--- config.mk ---
export PLATFORM = sky130hd
export DESIGN_NAME = spb_port
export DESIGN_NICKNAME = d
export VERILOG_FILES = /design/src/spb_pkg.sv /design/src/spb_pin_cell.sv /design/src/spb_port.sv
export SDC_FILE = /design/constraint.sdc
export NUM_CORES = 1
export LEC_CHECK = 0
export ABC_AREA = 0
export BUFFER_PORTS_ARGS = -buffer_cell sky130_fd_sc_hd__buf_4
export CAP_MARGIN = 40
export CORE_MARGIN = 2
export CORE_UTILIZATION = 38
export CTS_BUF_LIST = sky130_fd_sc_hd__clkbuf_4 sky130_fd_sc_hd__clkbuf_8 sky130_fd_sc_hd__clkbuf_16
export DETAILED_ROUTE_END_ITERATION = 7
export PLACE_DENSITY = 0.79
export SLEW_MARGIN = 20
export SYNTH_ARGS = -nofsm -noshare
export SYNTH_HDL_FRONTEND = slang
export SYNTH_HIERARCHICAL = 1
export SYNTH_SLANG_ARGS = --single-unit
export TNS_END_PERCENT = 50
--- constraint.sdc ---
create_clock -name CLK_SYS_IN -period 1.4 [get_ports CLK_SYS_IN]
set_input_delay 0.07 -clock CLK_SYS_IN [delete_from_list [all_inputs] [get_ports CLK_SYS_IN]]
set_output_delay 0.07 -clock CLK_SYS_IN [all_outputs]
set_load 0.02 [all_outputs]
--- src/spb_pkg.sv ---
package spb_pkg;
    localparam int SPB_PINS = 6;
    localparam int SPB_REG_W = 8;
    localparam int SPB_IN_ONLY_IDX = 3;
    localparam int SPB_TMR_CLK_IDX = 2;
    localparam logic [5:0] SPB_DIR_RST = 6'h3f;
    localparam logic [5:0] SPB_LATCH_RST = 6'h00;
    localparam logic [5:0] SPB_WAKE_PINS = 6'h0b;
    // Option register field positions
    localparam int SPB_OPT_WAKE_DIS = 7;
    localparam int SPB_OPT_PU_DIS = 6;
    localparam int SPB_OPT_TCS = 5;
    // Status register field position
    localparam int SPB_STAT_WAKE = 7;
    typedef enum {SPB_RUN, SPB_SLEEP} spb_pwr_t;
endpackage : spb_pkg

--- src/spb_pin_cell.sv ---
`timescale 1ns/1ps
module spb_pin_cell (
    input wire logic dir_in,
    input wire logic latch_in,
    input wire logic no_drive_in,
    input wire logic pad_in,
    input wire logic alt_in,
    output logic pad_out,
    output logic pad_oe_out,
    output logic rd_out
);
    // One driver: bit one floats the pin, bit zero drives the latch
    assign pad_oe_out = ~dir_in & ~no_drive_in; // RULE10
    assign pad_out = latch_in;
    // Pin level, not latch; alternate-function pins read zero
    assign rd_out = alt_in ? 1'b0 : pad_in; // RULE1
endmodule : spb_pin_cell

--- src/spb_port.sv ---
`timescale 1ns/1ps
// Notes on behaviour
// RULE1: port read returns live pin levels
// RULE2: eight bits, upper two read zero
// RULE3: reset sets mask; mask write-only
// RULE4: pin three is input only
// RULE5: other pins have own direction bit
// RULE6: alternate-function pins read as zero
// RULE7: pins 0,1,3 shared pull-up and wake
// RULE8: reset-pin mode forces pull-up, no wake
// RULE9: direction load copies accumulator to mask
// RULE10: mask one floats, zero drives latch
// RULE11: timer clock select forces pin input
// RULE12: latches hold; inputs not latched
// RULE13: port write updates six latches only
// RULE14: pin change in sleep wakes, sets flag
module spb_port (
    input wire logic CLK_SYS_IN,
    input wire logic SYS_RST_IN,
    input wire logic [spb_pkg::SPB_REG_W-1:0] ACC_IN,
    input wire logic DIR_LOAD_IN,
    input wire logic PORT_WR_IN,
    input wire logic [spb_pkg::SPB_REG_W-1:0] PORT_WDATA_IN,
    input wire logic [spb_pkg::SPB_REG_W-1:0] OPTION_IN,
    input wire logic EXT_RESET_PIN_ENABLE_IN,
    input wire logic [spb_pkg::SPB_PINS-1:0] ALT_FUNC_IN,
    input wire logic SLEEP_IN,
    input wire logic WAKE_FLAG_CLR_IN,
    input wire logic [spb_pkg::SPB_PINS-1:0] PAD_IN,
    output logic [spb_pkg::SPB_PINS-1:0] PAD_OUT,
    output logic [spb_pkg::SPB_PINS-1:0] PAD_OE_OUT,
    output logic [spb_pkg::SPB_PINS-1:0] PULLUP_EN_OUT,
    output logic [spb_pkg::SPB_REG_W-1:0] PORT_RDATA_OUT,
    output logic WAKE_FLAG_OUT,
    output logic WAKE_OUT
);
    import spb_pkg::*;

    logic [5:0] dir_r;
    logic [5:0] latch_r;
    logic [5:0] pin_prev_r;
    logic wake_flag_r;
    spb_pwr_t pwr_r;
    spb_pwr_t pwr_nxt;
    logic [5:0] no_drive;
    logic [5:0] rd_bits;
    logic [5:0] wake_mon;
    wire pu_on = ~OPTION_IN[SPB_OPT_PU_DIS];
    wire wake_on = ~OPTION_IN[SPB_OPT_WAKE_DIS];
    wire change_hit;

    // Input-only pin never drives; timer clock select claims its pin
    always_comb begin
        no_drive = '0;
        no_drive[SPB_IN_ONLY_IDX] = 1'b1; // RULE4
        no_drive[SPB_TMR_CLK_IDX] = OPTION_IN[SPB_OPT_TCS]; // RULE11
    end

    genvar g;
    generate
        for (g = 0; g < SPB_PINS; g++) begin : g_pin
            spb_pin_cell u_cell (
                .dir_in(dir_r[g]), // RULE5
                .latch_in(latch_r[g]),
                .no_drive_in(no_drive[g]),
                .pad_in(PAD_IN[g]),
                .alt_in(ALT_FUNC_IN[g]), // RULE6
                .pad_out(PAD_OUT[g]),
                .pad_oe_out(PAD_OE_OUT[g]),
                .rd_out(rd_bits[g])
            );
        end
    endgenerate

    // Read path is combinational from pads: nothing samples the inputs
    assign PORT_RDATA_OUT = {2'b00, rd_bits}; // RULE2 RULE12

    // Pins 0,1,3 share one enable; reset-pin mode overrides pin three
    function automatic logic [5:0] spb_group_mask(
        input logic enable,
        input logic rst_pin_mode,
        input logic pin3_val
    );
        logic [5:0] mask;
        mask = enable ? SPB_WAKE_PINS : 6'h00;
        if (rst_pin_mode) begin
            mask[SPB_IN_ONLY_IDX] = pin3_val;
        end
        return mask;
    endfunction : spb_group_mask

    // Reset pin keeps its pull-up even with pull-ups globally off
    assign PULLUP_EN_OUT = spb_group_mask(pu_on, EXT_RESET_PIN_ENABLE_IN, 1'b1); // RULE7 RULE8
    // A reset pin must not wake the core through the change logic
    assign wake_mon = spb_group_mask(wake_on, EXT_RESET_PIN_ENABLE_IN, 1'b0); // RULE7 RULE8

    assign change_hit = (pwr_r == SPB_SLEEP) && |((PAD_IN ^ pin_prev_r) & wake_mon); // RULE14

    always_comb begin
        case (pwr_r)
            SPB_RUN: pwr_nxt = SLEEP_IN ? SPB_SLEEP : SPB_RUN;
            SPB_SLEEP: pwr_nxt = change_hit ? SPB_RUN : SPB_SLEEP;
            default: pwr_nxt = SPB_RUN;
        endcase
    end

    assign WAKE_OUT = change_hit; // RULE14
    assign WAKE_FLAG_OUT = wake_flag_r;

    always_ff @(posedge CLK_SYS_IN) begin
        if (SYS_RST_IN) begin
            dir_r <= SPB_DIR_RST; // RULE3
        end else if (DIR_LOAD_IN) begin
            dir_r <= ACC_IN[5:0]; // RULE9
        end
    end

    always_ff @(posedge CLK_SYS_IN) begin
        if (SYS_RST_IN) begin
            latch_r <= SPB_LATCH_RST;
        end else if (PORT_WR_IN) begin
            latch_r <= PORT_WDATA_IN[5:0]; // RULE13 RULE12
        end
    end

    always_ff @(posedge CLK_SYS_IN) begin
        if (SYS_RST_IN) begin
            pwr_r <= SPB_RUN;
        end else begin
            pwr_r <= pwr_nxt;
        end
    end

    // Tracked while awake too, so sleep entry never sees a stale level
    always_ff @(posedge CLK_SYS_IN) begin
        if (SYS_RST_IN) begin
            pin_prev_r <= 6'h00;
        end else begin
            pin_prev_r <= PAD_IN;
        end
    end

    // Set beats clear so a wake is never lost
    always_ff @(posedge CLK_SYS_IN) begin
        if (SYS_RST_IN) begin
            wake_flag_r <= 1'b0;
        end else if (change_hit) begin
            wake_flag_r <= 1'b1; // RULE14
        end else if (WAKE_FLAG_CLR_IN) begin
            wake_flag_r <= 1'b0;
        end
    end

    AST_RST_INPUTS: assert property (@(posedge CLK_SYS_IN) // RULE3
        SYS_RST_IN |=> PAD_OE_OUT == 6'h00)
        else $error("pins drive after reset");
    AST_IN_ONLY: assert property (@(posedge CLK_SYS_IN) disable iff (SYS_RST_IN) // RULE4
        !PAD_OE_OUT[3])
        else $error("input-only pin driven");
    AST_LOAD: assert property (@(posedge CLK_SYS_IN) disable iff (SYS_RST_IN) // RULE9
        DIR_LOAD_IN |=> (PAD_OE_OUT & 6'h33) == (~$past(ACC_IN[5:0]) & 6'h33))
        else $error("direction load lost");
    AST_DRIVE: assert property (@(posedge CLK_SYS_IN) disable iff (SYS_RST_IN) // RULE10
        DIR_LOAD_IN && ACC_IN[0] == 1'b0 ##1 !DIR_LOAD_IN |-> PAD_OE_OUT[0])
        else $error("cleared mask bit not driving");
    AST_TCS: assert property (@(posedge CLK_SYS_IN) disable iff (SYS_RST_IN) // RULE11
        OPTION_IN[5] |-> !PAD_OE_OUT[2])
        else $error("timer clock pin driven");
    AST_UPPER: assert property (@(posedge CLK_SYS_IN) // RULE2
        PORT_RDATA_OUT[7:6] == 2'b00)
        else $error("upper bits nonzero");
    AST_ALT: assert property (@(posedge CLK_SYS_IN) // RULE6
        (PORT_RDATA_OUT[5:0] & ALT_FUNC_IN) == 6'h00)
        else $error("alternate pin reads nonzero");
    AST_READ: assert property (@(posedge CLK_SYS_IN) // RULE1
        PORT_RDATA_OUT[5:0] == (PAD_IN & ~ALT_FUNC_IN))
        else $error("read not pin level");
    AST_LATCH: assert property (@(posedge CLK_SYS_IN) disable iff (SYS_RST_IN) // RULE13
        PORT_WR_IN ##1 !PORT_WR_IN [*2] |-> PAD_OUT == $past(PORT_WDATA_IN[5:0], 2))
        else $error("latch not held");
    AST_PU: assert property (@(posedge CLK_SYS_IN) // RULE8
        EXT_RESET_PIN_ENABLE_IN |-> PULLUP_EN_OUT[3])
        else $error("reset pin pull-up off");
    AST_PU_NONE: assert property (@(posedge CLK_SYS_IN) // RULE7
        (PULLUP_EN_OUT & 6'h34) == 6'h00)
        else $error("pull-up on unsupported pin");
    AST_WAKE: assert property (@(posedge CLK_SYS_IN) disable iff (SYS_RST_IN) // RULE14
        WAKE_OUT |=> WAKE_FLAG_OUT && pwr_r == SPB_RUN)
        else $error("wake did not set flag");

    // Wake logic: only monitored pins, never while disabled
    AST_NO_WAKE: assert property (@(posedge CLK_SYS_IN) disable iff (SYS_RST_IN) // RULE7
        ((PAD_IN ^ $past(PAD_IN)) & SPB_WAKE_PINS) == 6'h00 |-> !WAKE_OUT)
        else $error("wake without monitored change");
    AST_RST_PIN_WAKE: assert property (@(posedge CLK_SYS_IN) disable iff (SYS_RST_IN) // RULE8
        EXT_RESET_PIN_ENABLE_IN && ((PAD_IN ^ $past(PAD_IN)) & 6'h03) == 6'h00 |-> !WAKE_OUT)
        else $error("reset pin woke core");
    AST_WAKE_OFF: assert property (@(posedge CLK_SYS_IN) disable iff (SYS_RST_IN) // RULE7
        OPTION_IN[SPB_OPT_WAKE_DIS] |-> !WAKE_OUT)
        else $error("wake while disabled");

    // Latches and mask change only on their own strobes
    AST_HOLD: assert property (@(posedge CLK_SYS_IN) disable iff (SYS_RST_IN) // RULE12
        !PORT_WR_IN |=> $stable(PAD_OUT))
        else $error("latch changed without write");
    AST_MASK_HOLD: assert property (@(posedge CLK_SYS_IN) disable iff (SYS_RST_IN) // RULE9
        !DIR_LOAD_IN |=> $stable(PAD_OE_OUT & 6'h3b))
        else $error("drive changed without load");
    AST_PIN2_DRIVE: assert property (@(posedge CLK_SYS_IN) disable iff (SYS_RST_IN) // RULE5
        DIR_LOAD_IN && !ACC_IN[2] ##1 !DIR_LOAD_IN && !OPTION_IN[5] |-> PAD_OE_OUT[2])
        else $error("cleared mask bit on pin two not driving");

    // Flag clears only when no wake lands in the same cycle
    AST_FLAG_CLR: assert property (@(posedge CLK_SYS_IN) disable iff (SYS_RST_IN) // RULE14
        WAKE_FLAG_CLR_IN && !WAKE_OUT |=> !WAKE_FLAG_OUT)
        else $error("flag not cleared");
    AST_RST_STATE: assert property (@(posedge CLK_SYS_IN) // RULE14
        SYS_RST_IN |=> !WAKE_FLAG_OUT && !WAKE_OUT)
        else $error("wake state survives reset");

    COV_WAKE: cover property (@(posedge CLK_SYS_IN) WAKE_OUT);
    COV_LOAD: cover property (@(posedge CLK_SYS_IN) DIR_LOAD_IN ##1 PORT_WR_IN);
    COV_DRIVE: cover property (@(posedge CLK_SYS_IN) |PAD_OE_OUT);
    COV_SET_CLR: cover property (@(posedge CLK_SYS_IN) WAKE_OUT && WAKE_FLAG_CLR_IN);
    COV_RST_PIN: cover property (@(posedge CLK_SYS_IN)
        EXT_RESET_PIN_ENABLE_IN && pwr_r == SPB_SLEEP);
endmodule : spb_port

---- Yosys cells after proc, flatten, opt, wreduce, memory -nomap -nowiden ----
Cells that the tools add are included.
W data, S select, Z words.
word-level totals
  bits in registers ....................... 51
  bits in latches ......................... 0
  RAM bits ................................ 0
  memory bits (read-only) ................. 0
  input bits .............................. 43
  output and inout port bits .............. 28
  logic and storage cells ................. 35
  memories ................................ 0
cells by class
  $add $sub $neg .......................... 0
  multipliers ............................. 0
  div/mod/pow operators ................... 0
  magnitude comparators ................... 0
  equality and inequality tests ........... 2
  shift-type cells ........................ 0
  muxes and demuxes ....................... 15
  bitwise gates (word level) .............. 9
  reductions and logical operators ........ 4
operators with widths
  kind                   count
  $eq A32 B1 Y1 const B  1
  $eq A32 B2 Y1 const B  1
  $logic_not A32 Y1      1
  $mux W1                12
  $mux W4                2
  $and A6 B4 Y6          1
  $not A1 Y1             6
  $reduce_or A6 Y1       1
  $xor A6 B6 Y6          1
  $pmux W1 S2            1
  $reduce_bool A2 Y1     1
  $and A1 B1 Y1          1
  $logic_and A1 B1 Y1    1

---- Depth between registers and ports, before layout ----
Gate-level depths: netlist of run 1.
  word-level depth ........................ 7
  gate-level depth with buffers ........... 3
  gate-level depth less buffers ........... 3

---- Cells and area by module ----
The synthesis of run 1 kept the hierarchy.
modules (own cells, without submodules)
  module        instances  cells each  area each (um^2)  sequential area each (um^2)
  spb_port      1          72          724.4             340.3
  spb_pin_cell  6          3           25.0              0.0

---- Worst setup path before layout of run 1 ----
OpenSTA, ideal clock, no wires.
  path kind ............................... reg-to-output
  from .................................... reg pin_prev_r[3]
  to ...................................... out WAKE_OUT
  arrival ................................. 1094 ps
  data required time ...................... 1330 ps
  slack ................................... 236 ps
  cell stages (with the launch flop) ...... 4
  buffers on the path ..................... 0
  cells stage by stage .................... dfxtp_1 -> xnor2_1 -> or2_2 -> a31oi_1
on the way
  longest elaborated chain between the ends .. 4
ends and longest elaborated chain
  item                    RTL line         source
  start, declared         spb_port.sv:41   logic [5:0] pin_prev_r;
  start signal, assigned  spb_port.sv:137  pin_prev_r <= 6'h00;
  start signal, assigned  spb_port.sv:139  pin_prev_r <= PAD_IN;
  $xor A6 B6 Y6           spb_port.sv:97   assign change_hit = (pwr_r == SPB_SLEEP) && |((PAD_IN ^ pin_prev_r) & wake_mon);
  $and A6 B4 Y6           spb_port.sv:97
  $reduce_or A6 Y1        spb_port.sv:97
  $logic_and A1 B1 Y1     spb_port.sv:97
  end, declared           spb_port.sv:35   output logic WAKE_OUT
Every way passes these cells.

---- Worst setup path after layout of run 1 ----
Same ends and word-level chain as after synthesis.

==> metrics.csv, run 1 <==
metric;value;unit
status;finished clean;
antenna_found_initial;0;
antennaDiodeCount;0;
viasPerCell;4.45;
synth.area.top_cells;dfxtp_1 (39%), buf_4 (10%), nor2b_4 (9.4%), mux2i_1 (6.9%), nor2b_1 (6.4%);
area_growth;53.6;%
dieWidth;52.0;um
p_per_area;836;nW/um^2
drive_above_1_share;47.6;%
cts.sinks;17;
clk_pin_slew;0.10;ns
port_buffers;55;
worstSetupStartpointType;register;
crit_chain;xnor2_2 -> or2_4 -> a31oi_1 -> buf_4;
yosys_warnings;6;
overflow;0;
boundaryPins;71;
drc;0;
initial_core_util;39.9;%
final_common_cell;buf_4;
synth_top_area_share;38.9;%
cp.arrival;1.31;ns
hold_path_class;input port to register;
drt_pass1_iterations;2;
final-setup-viol-count;0;
wirelength;1.84;mm
post-route-util;61.3;%
synth.largest_area_cell;dfxtp_1;
die_area;2700;um^2
slew_viol_final;0;
path_buf_inv;1;
routabilityCongestion;0.718;
clkLatencyLatePin;0.27;ns
grt_pass1_wl;2.66;mm
clockRootBuffer;clkbuf_4;
mostFrequentLayoutCells;buf_4 (55), dfxtp_1 (16), nor2_1 (12);
power.total;1.12;mW
drv_cap;0;
path_max_fanout;3;
setup_slack;0.0217;ns
rrSetupSlack;0.28;ns
fin_skew;0.000362;ns
hold_viol_final;0;
yosysSeqAreaShare;38.9;%
ys_types;22;
vias;778;
cts_buffers;3;
h-tree-depth;1;
rows;17;
end_kind;output pin;
grt_max_degree;20;
fillers;193;
cts_tree;done;
fp.dieH;52.0;um
worstSetupPathType;register to output pin;
grt_pass1_vias;654;
critical_path.top_delay_family;flip-flops;
critPathSlowestCell;dfxtp_2;
netlist_area;875;um^2
synthCells;90;
drtIter0Drc;6;
route.detailed.wl_per_inst;10.5;um
period_share;98.5;%
grt_usage;13.2;%
nNetsFinal;191;
synth_area_per_cell;9.72;um^2
fmaxAchievable;0.726;GHz
rsz0062_at_grt;true;
p_leak;0.684;nW
coreArea;2190;um^2
dp_worst_setup_slack;0.295;ns
ys_ff_latch;17;
min_period;1.38;ns
cp.required;1.33;ns
ant_nets;0;
max_stage_delay;0.34;ns
cts_buffer_depth;2;
peakVddDrop;0.000535;V
==> per-stage QoR <==
step	hold slack [ns]	cell area, um^2	setup TNS (ns)	std cells
finish	0.0203	1340	0	175
CTS	0.00134	1300	0	172
global placement	0.275	1240	0	165
floorplan	0.172	905	0	98
detailed placement	0.281	1240	0	165
global route	0.0265	1340	-0.0342	175
==> cell families (layout without fill, tap and decap cells) <==
group	Yosys count	after routing	share of synthesized area, %
AND/OR/NAND/NOR	35	35	26.6
flip-flops	17	17	38.9
buffers and inverters	17	66	13.0
AO/OA/AOI/OAI	10	10	9.01
multiplexers	6	6	6.87
XOR/XNOR	3	3	4.72
other	2	10	0.859
==> path summary, 6_finish.rpt <==
check,from,end,cells after the start
setup / recovery,pin_prev_r[3]$_SDFF_PP0_,WAKE_OUT,4
hold / removal,PORT_WDATA_IN[4],latch_r[4]$_SDFFE_PP0P_,3
setup reg to reg,pin_prev_r[1]$_SDFF_PP0_,WAKE_FLAG_OUT$_SDFFE_PP0P_,3
hold reg to reg,latch_r[2]$_SDFFE_PP0P_,latch_r[2]$_SDFFE_PP0P_,2
==> Yosys cell counts <==
| cell | count |
|---|---|
| inv_1 | 1 |
| a211o_1 | 6 |
| conb_1 | 2 |
| a211oi_1 | 1 |
| nor3b_1 | 1 |
| or3_1 | 1 |
| a21oi_1 | 1 |
| dfxtp_1 | 17 |
| buf_2 | 4 |
| xnor2_2 | 2 |
| o21bai_1 | 1 |
| mux2i_1 | 6 |
| nand2b_1 | 2 |
| a31oi_1 | 1 |
| nor4_1 | 1 |
| nor3_1 | 2 |
| nor2_1 | 12 |
| or2_2 | 1 |
| xnor2_1 | 1 |
| buf_4 | 12 |
| nor2b_1 | 9 |
| nor2b_4 | 6 |
==> per-layer routing <==
metal	GRT usage (%)	routed length (um)	part of all wire, %	vias up
li1	-	-	-	386
met3	3.74	189	10	2
met1	13.5	690	38	348
met4	2.63	12	0.65	0
met2	26.2	948	52	42
met5	0	0	0	-
==> power breakdown <==
group	leakage [nW]	switching, mW	total [mW]	internal, mW
Sequential	0.141	0.0156	0.531	0.515
Combinational	0.524	0.143	0.315	0.172
Clock	0.0184	0.147	0.277	0.130
==> worst min-delay path: stages <==
cell and delay [ns]:
buf_4 0.08, mux2i_1 0.05, nor2_1 0.07
==> layout make-up <==
class / count / area, um^2 / share of cell area [%]
Clock buffer: 4 / 30.0 / 2.23
Inverter: 1 / 3.75 / 0.279
Multi-Input combinational cell: 64 / 460 / 34.3
Sequential cell: 17 / 342 / 25.4
Tap cell: 28 / 35.0 / 2.61
Timing Repair Buffer: 61 / 473 / 35.2
==> flip-flops by register name (all words and copies together), names as in the netlist <==
register	cells
pwr_r	1
pin_prev_r	3
latch_r	6
WAKE_FLAG_OUT	1
dir_r	6
==> repair_timing <==
item	in CTS	in global routing
setup endpoints to repair	1	1
setup buffers	0	0
hold endpoints to repair	3	3
pin swaps	1	2
gates cloned	0	0
hold buffers	3	3
gates resized for setup	0	3
Note: power is estimated with default switching activity, not from simulation.
==> run 2, diff against run 1 <==
--- a/config.mk
+++ b/config.mk
@@ -12,6 +12,7 @@
 export CORE_UTILIZATION = 38
 export CTS_BUF_LIST = sky130_fd_sc_hd__clkbuf_4 sky130_fd_sc_hd__clkbuf_8 sky130_fd_sc_hd__clkbuf_16
 export DETAILED_ROUTE_END_ITERATION = 7
+export HOLD_SLACK_MARGIN = 0.15
 export PLACE_DENSITY = 0.79
 export SLEW_MARGIN = 20
 export SYNTH_ARGS = -nofsm -noshare
==> run 2 against run 1 <==
  * Die area did not move
  * Flip-flop and latch count did not move
  * Global-route usage rose by 4.8 points
  * Cell area rose by 20%
  * Hold slack improved by 0.12 ns
  * Power rose by 6.6%
  * Clock-buffer cell count did not move
  * Sequential power barely moved
  * Non-clock buffer count rose by 27
  * Critical endpoint is now dir_r[4]$_SDFFE_PP1P_
  * Largest power group unchanged
  * Highest routed layer unchanged
==> metrics.csv, run 2 (synthesis results as in run 1) <==
metric;value;unit;change
initial_core_util;39.9;%;unchanged
worstSetupStartpointType;input port;;
cts_buffer_depth;2;;unchanged
min_period;1.39;ns;+0.00869 ns
p_leak;0.802;nW;+17%
p_per_area;739;nW/um^2;-12%
cts_tree;done;;
grt_pass1_vias;834;;+28%
boundaryPins;71;;unchanged
fin_skew;0.000571;ns;+0.000209 ns
antenna_found_initial;0;;unchanged
cts_buffers;3;;unchanged
drt_pass1_iterations;5;;+3
cp.required;1.57;ns;+0.24 ns
peakVddDrop;0.000535;V;about the same
coreArea;2190;um^2;unchanged
fp.dieH;52.0;um;unchanged
vias;900;;+16%
post-route-util;73.9;%;+13 points
clockRootBuffer;clkbuf_4;;
mostFrequentLayoutCells;buf_4 (55), dlygate4sd3_1 (31), dfxtp_1 (16);;
layoutNonFillerInstCount;202;;+15%
routabilityCongestion;0.718;;unchanged
fillers;145;;-25%
route.detailed.wl_per_inst;11.7;um;+11%
post_cts_buffers;0;;unchanged
status;finished clean;;
largest_registers;dir_r x6, latch_r x6, pin_prev_r x3;;
die_area;2700;um^2;unchanged
drc;0;;unchanged
hold_path_class;input port to register;;
nNetsFinal;218;;+14%
end_kind;register;;
path_max_fanout;1;;-2
antennaDiodeCount;0;;unchanged
slew_viol_final;0;;unchanged
grt_max_degree;16;;-20%
drv_cap;0;;unchanged
drive_above_1_share;40.2;%;-7.4 points
final-setup-viol-count;0;;unchanged
grt_pass1_wl;3.57;mm;+34%
final_common_cell;buf_4;;
power.total;1.20;mW;+6.6%
rsz0062_at_grt;true;;
ant_nets;0;;unchanged
viasPerCell;4.46;;+0.22%
fmaxAchievable;0.721;GHz;-0.63%
worstSetupPathType;input port to register;;
cp.arrival;1.56;ns;+0.25 ns
period_share;99.1;%;+0.62 points
port_buffers;55;;unchanged
clk_pin_slew;0.10;ns;about the same
clkLatencyLatePin;0.27;ns;about the same
grt_usage;18.1;%;+4.8 points
wirelength;2.36;mm;+28%
whs;0.139;ns;+0.118 ns
hold_viol_final;0;;unchanged
dieWidth;52.0;um;unchanged
h-tree-depth;1;;unchanged
drtIter0Drc;20;;+14
overflow;0;;unchanged
dp_cells;165;;unchanged
area_growth;85.1;%;
rows;17;;unchanged
cts.sinks;17;;unchanged
==> run 2: changes by cell type in the layout (fill, tap and decap cells not counted), sizes merged <==
cell          previous run  this run
dlygate4sd3              6        31
dlymetal6s4s             0         2
==> run 2: area by class of cell <==
| type | count | area (um^2) | share of cell area (%) |
|---|---|---|---|
| inverter | 1 | 3.75 | 0.232 |
| timing repair buffer | 88 | 748 | 46.2 |
| multi-input combinational | 64 | 460 | 28.4 |
| clock buffer | 4 | 30.0 | 1.85 |
| sequential | 17 | 342 | 21.1 |
| tap | 28 | 35.0 | 2.16 |
==> run 2: stage by stage <==
stage / area (um^2) / setup TNS, ns / setup slack (ns)
6_report: 1620 / 0 / 0.0130
5_1_grt: 1620 / -0.0496 / -0.0496
4_1_cts: 1600 / 0 / 0.0148
3_5_place_dp: 1240 / 0 / 0.295
3_3_place_gp: 1240 / 0 / 0.301
2_1_floorplan: 905 / 0 / 0.236
==> run 2: timing repair <==
item / in CTS / in global routing
endpoints found under the hold margin: 16 / 1
pin swaps: 1 / 2
setup endpoints to repair: 1 / 4
hold buffers: 33 / 1
resized for setup: 0 / 5
==> run 2: critical path: stages <==
cell and delay [ns]:
dlygate4sd3_1 0.54, buf_4 0.13, a211o_1 0.27, dlygate4sd3_1 0.55
==> run 2: worst paths after layout <==
check	startpoint	end	slack, ns	cells after the start
setup / recovery	ACC_IN[4]	dir_r[4]$_SDFFE_PP1P_	0.01	4
hold / removal	SYS_RST_IN	dir_r[0]$_SDFFE_PP1P_	0.14	2
setup reg to reg	dir_r[4]$_SDFFE_PP1P_	dir_r[4]$_SDFFE_PP1P_	0.07	3
hold reg to reg	pwr_r[0]$_SDFF_PP0_	pwr_r[0]$_SDFF_PP0_	0.57	2
==> run 2: power by group <==
part           internal [mW]  total [mW]  switching [mW]  leakage, nW
Sequential             0.515       0.532          0.0170        0.141
Combinational          0.230       0.390           0.160        0.642
Clock                  0.130       0.274           0.144       0.0184
==> run 2: layer usage <==
layer  wire length, um  GRT usage (%)  up-vias
li1                  -              -      441
met1               867           17.8      412
met2              1300           37.6       45
met3               177           3.45        2
met4                12           3.95        0
met5                 0              0        -
==> run 3, diff against run 2 <==
==> constraint.sdc (replaced) <==
create_clock -name CLK_SYS_IN -period 1.4 [get_ports CLK_SYS_IN]
set_input_delay 0.14 -clock CLK_SYS_IN [delete_from_list [all_inputs] [get_ports CLK_SYS_IN]]
set_output_delay 0.14 -clock CLK_SYS_IN [all_outputs]
set_load 0.02 [all_outputs]
==> run 3 against run 2 <==
  * The flow now finishes with violations (setup timing)
  * Critical path depth did not move
  * Sequential share of layout area rose by 1.9 points
  * Cell area fell by 8.3%
  * First-iteration DRC count fell by 100%
  * Cell count fell by 6.4%
  * Non-clock buffer count fell by 13
  * Hold slack improved by 0.020 ns
  * Clock-buffer cell count did not move
  * Combinational power fell by 11%
  * Via count fell by 7.3%
  * Largest power group unchanged
  * Highest routed layer unchanged
==> metrics.csv, run 3 (synthesis results as in run 1) <==
metric;value;unit;change
status;finished with violations;;
failed_checks;setup timing;;
dieWidth;52.0;um;unchanged
route.detailed.wl_per_inst;10.6;um;-9.5%
routabilityCongestion;0.726;;+1.2%
hold_path_class;input port to register;;
seqCellArea;342;um^2;unchanged
initial_core_util;39.9;%;unchanged
period_share;100;%;+1.1 points
reg2reg_depth;3;;unchanged
vias;834;;-7.3%
fin_area;1480;um^2;-8.3%
overflow;0;;unchanged
clockRootBuffer;clkbuf_4;;
fillers;172;;+19%
final-setup-viol-count;1;;+1
port_buffers;55;;unchanged
clkLatencyLatePin;0.29;ns;+0.02 ns
drc;0;;unchanged
p_leak;0.752;nW;-6.2%
drtIter0Drc;0;;-100%
whs;0.158;ns;+0.0196 ns
viasPerCell;4.41;;-0.96%
min_period;1.40;ns;+0.0150 ns
clk_pin_slew;0.10;ns;about the same
antenna_found_initial;0;;unchanged
ant_nets;0;;unchanged
setup_slack;-0.00203;ns;-0.0150 ns
area_growth;69.7;%;
fp.dieH;52.0;um;unchanged
placed_cell_area;1240;um^2;unchanged
cp.required;1.26;ns;-0.31 ns
p_per_area;782;nW/um^2;+5.8%
power.total;1.16;mW;-3.0%
drive_above_1_share;44.1;%;+3.9 points
peakVddDrop;0.000594;V;+11%
cts_tree;done;;
drt_pass1_iterations;1;;-4
grt_pass1_wl;3.17;mm;-11%
holdPathEnd;pin_prev_r[1]$_SDFF_PP0_;;
mostFrequentLayoutCells;buf_4 (56), dlygate4sd3_1 (18), dfxtp_1 (16);;
slew_viol_final;0;;unchanged
dp_worst_setup_slack;0.224;ns;-0.0704 ns
h-tree-depth;1;;unchanged
coreArea;2190;um^2;unchanged
largest_registers;dir_r x6, latch_r x6, pin_prev_r x3;;
drv_cap;0;;unchanged
rsz0062_at_grt;true;;
end_kind;output pin;;
cp.arrival;1.26;ns;-0.30 ns
rrSetupSlack;0.08;ns;about the same
boundaryPins;71;;unchanged
tns;-0.00203;ns;-0.00203 ns
worstHoldStart;SYS_RST_IN;;
cts_buffers;3;;unchanged
fmaxAchievable;0.713;GHz;-1.1%
cts.sinks;17;;unchanged
worstSetupStartpointType;register;;
grt_max_degree;20;;+4
fin_skew;0.00513;ns;+0.00456 ns
cts_buffer_depth;2;;unchanged
wirelength;2.00;mm;-15%
die_area;2700;um^2;unchanged
multi_input_area;460;um^2;unchanged
antennaDiodeCount;0;;unchanged
hold_depth;2;;unchanged
grt_pass1_vias;782;;-6.2%
path_max_fanout;2;;+1
nNetsFinal;205;;-6.0%
timing.rr.start;dir_r[1]$_SDFFE_PP1P_;;
final_common_cell;buf_4;;
rows;17;;unchanged
worstSetupPathType;register to output pin;;
hold_viol_final;0;;unchanged
grt_usage;15.9;%;-2.1 points
r2r_end;dir_r[1]$_SDFFE_PP1P_;;
run 3: repair_timing:
| item | in CTS | in global routing |
|---|---|---|
| endpoints found under the hold margin | 15 | 0 |
| resized for setup | 3 | 1 |
| setup buffers | 1 | 0 |
| hold buffers | 19 | 0 |
| endpoints found under the setup margin | 1 | 2 |
| pin swaps | 2 | 0 |
run 3: cell type report:
type	instances	share of cell area, %
multi-input cells	64	31.0
inverters	1	0.253
well taps	28	2.36
repair buffers	75	41.3
clock buffers	4	2.02
flip-flops and latches	17	23.0
run 3: worst max-delay path, cell delays in order (launching register included):
cell and delay [ns]:
dfxtp_2 0.34, xnor2_2 0.12, or2_4 0.22, a31oi_1 0.14, buf_4 0.16
run 3: through the flow:
step	util [%]	cells
after floorplan	-	98
after global placement	56.7	165
after detailed placement	56.7	165
after CTS	67.6	189
after global routing	67.7	189
final	67.7	189
run 3: metal layers:
layer	wire length, um	vias to the layer above	part of all wire [%]	global-route usage [%]
li1	-	414	-	-
met1	738	372	37	16.0
met2	1040	44	52	30.8
met3	184	4	9.2	3.74
met4	27	0	1.4	6.58
met5	0	-	0	0
run 3: how the worst max path moves through the flow:
stage               slack, ns  cells past startpoint                      from        to
floorplan                0.17                      3  pin_prev_r[3]$_SDFF_PP0_  WAKE_OUT
CTS                     -0.02                      4  pin_prev_r[3]$_SDFF_PP0_  WAKE_OUT
global placement         0.24                      4  pin_prev_r[3]$_SDFF_PP0_  WAKE_OUT
detailed placement       0.22                      4  pin_prev_r[3]$_SDFF_PP0_  WAKE_OUT
global route            -0.05                      4  pin_prev_r[3]$_SDFF_PP0_  WAKE_OUT
finish                 -0.002                      4  pin_prev_r[3]$_SDFF_PP0_  WAKE_OUT
run 3: report_power, final:
group / switching [mW] / internal, mW / leakage (nW)
clock network: 0.150 / 0.130 / 0.0184
registers: 0.0160 / 0.515 / 0.141
logic: 0.149 / 0.200 / 0.592
total: 0.315 / 0.846 / 0.752
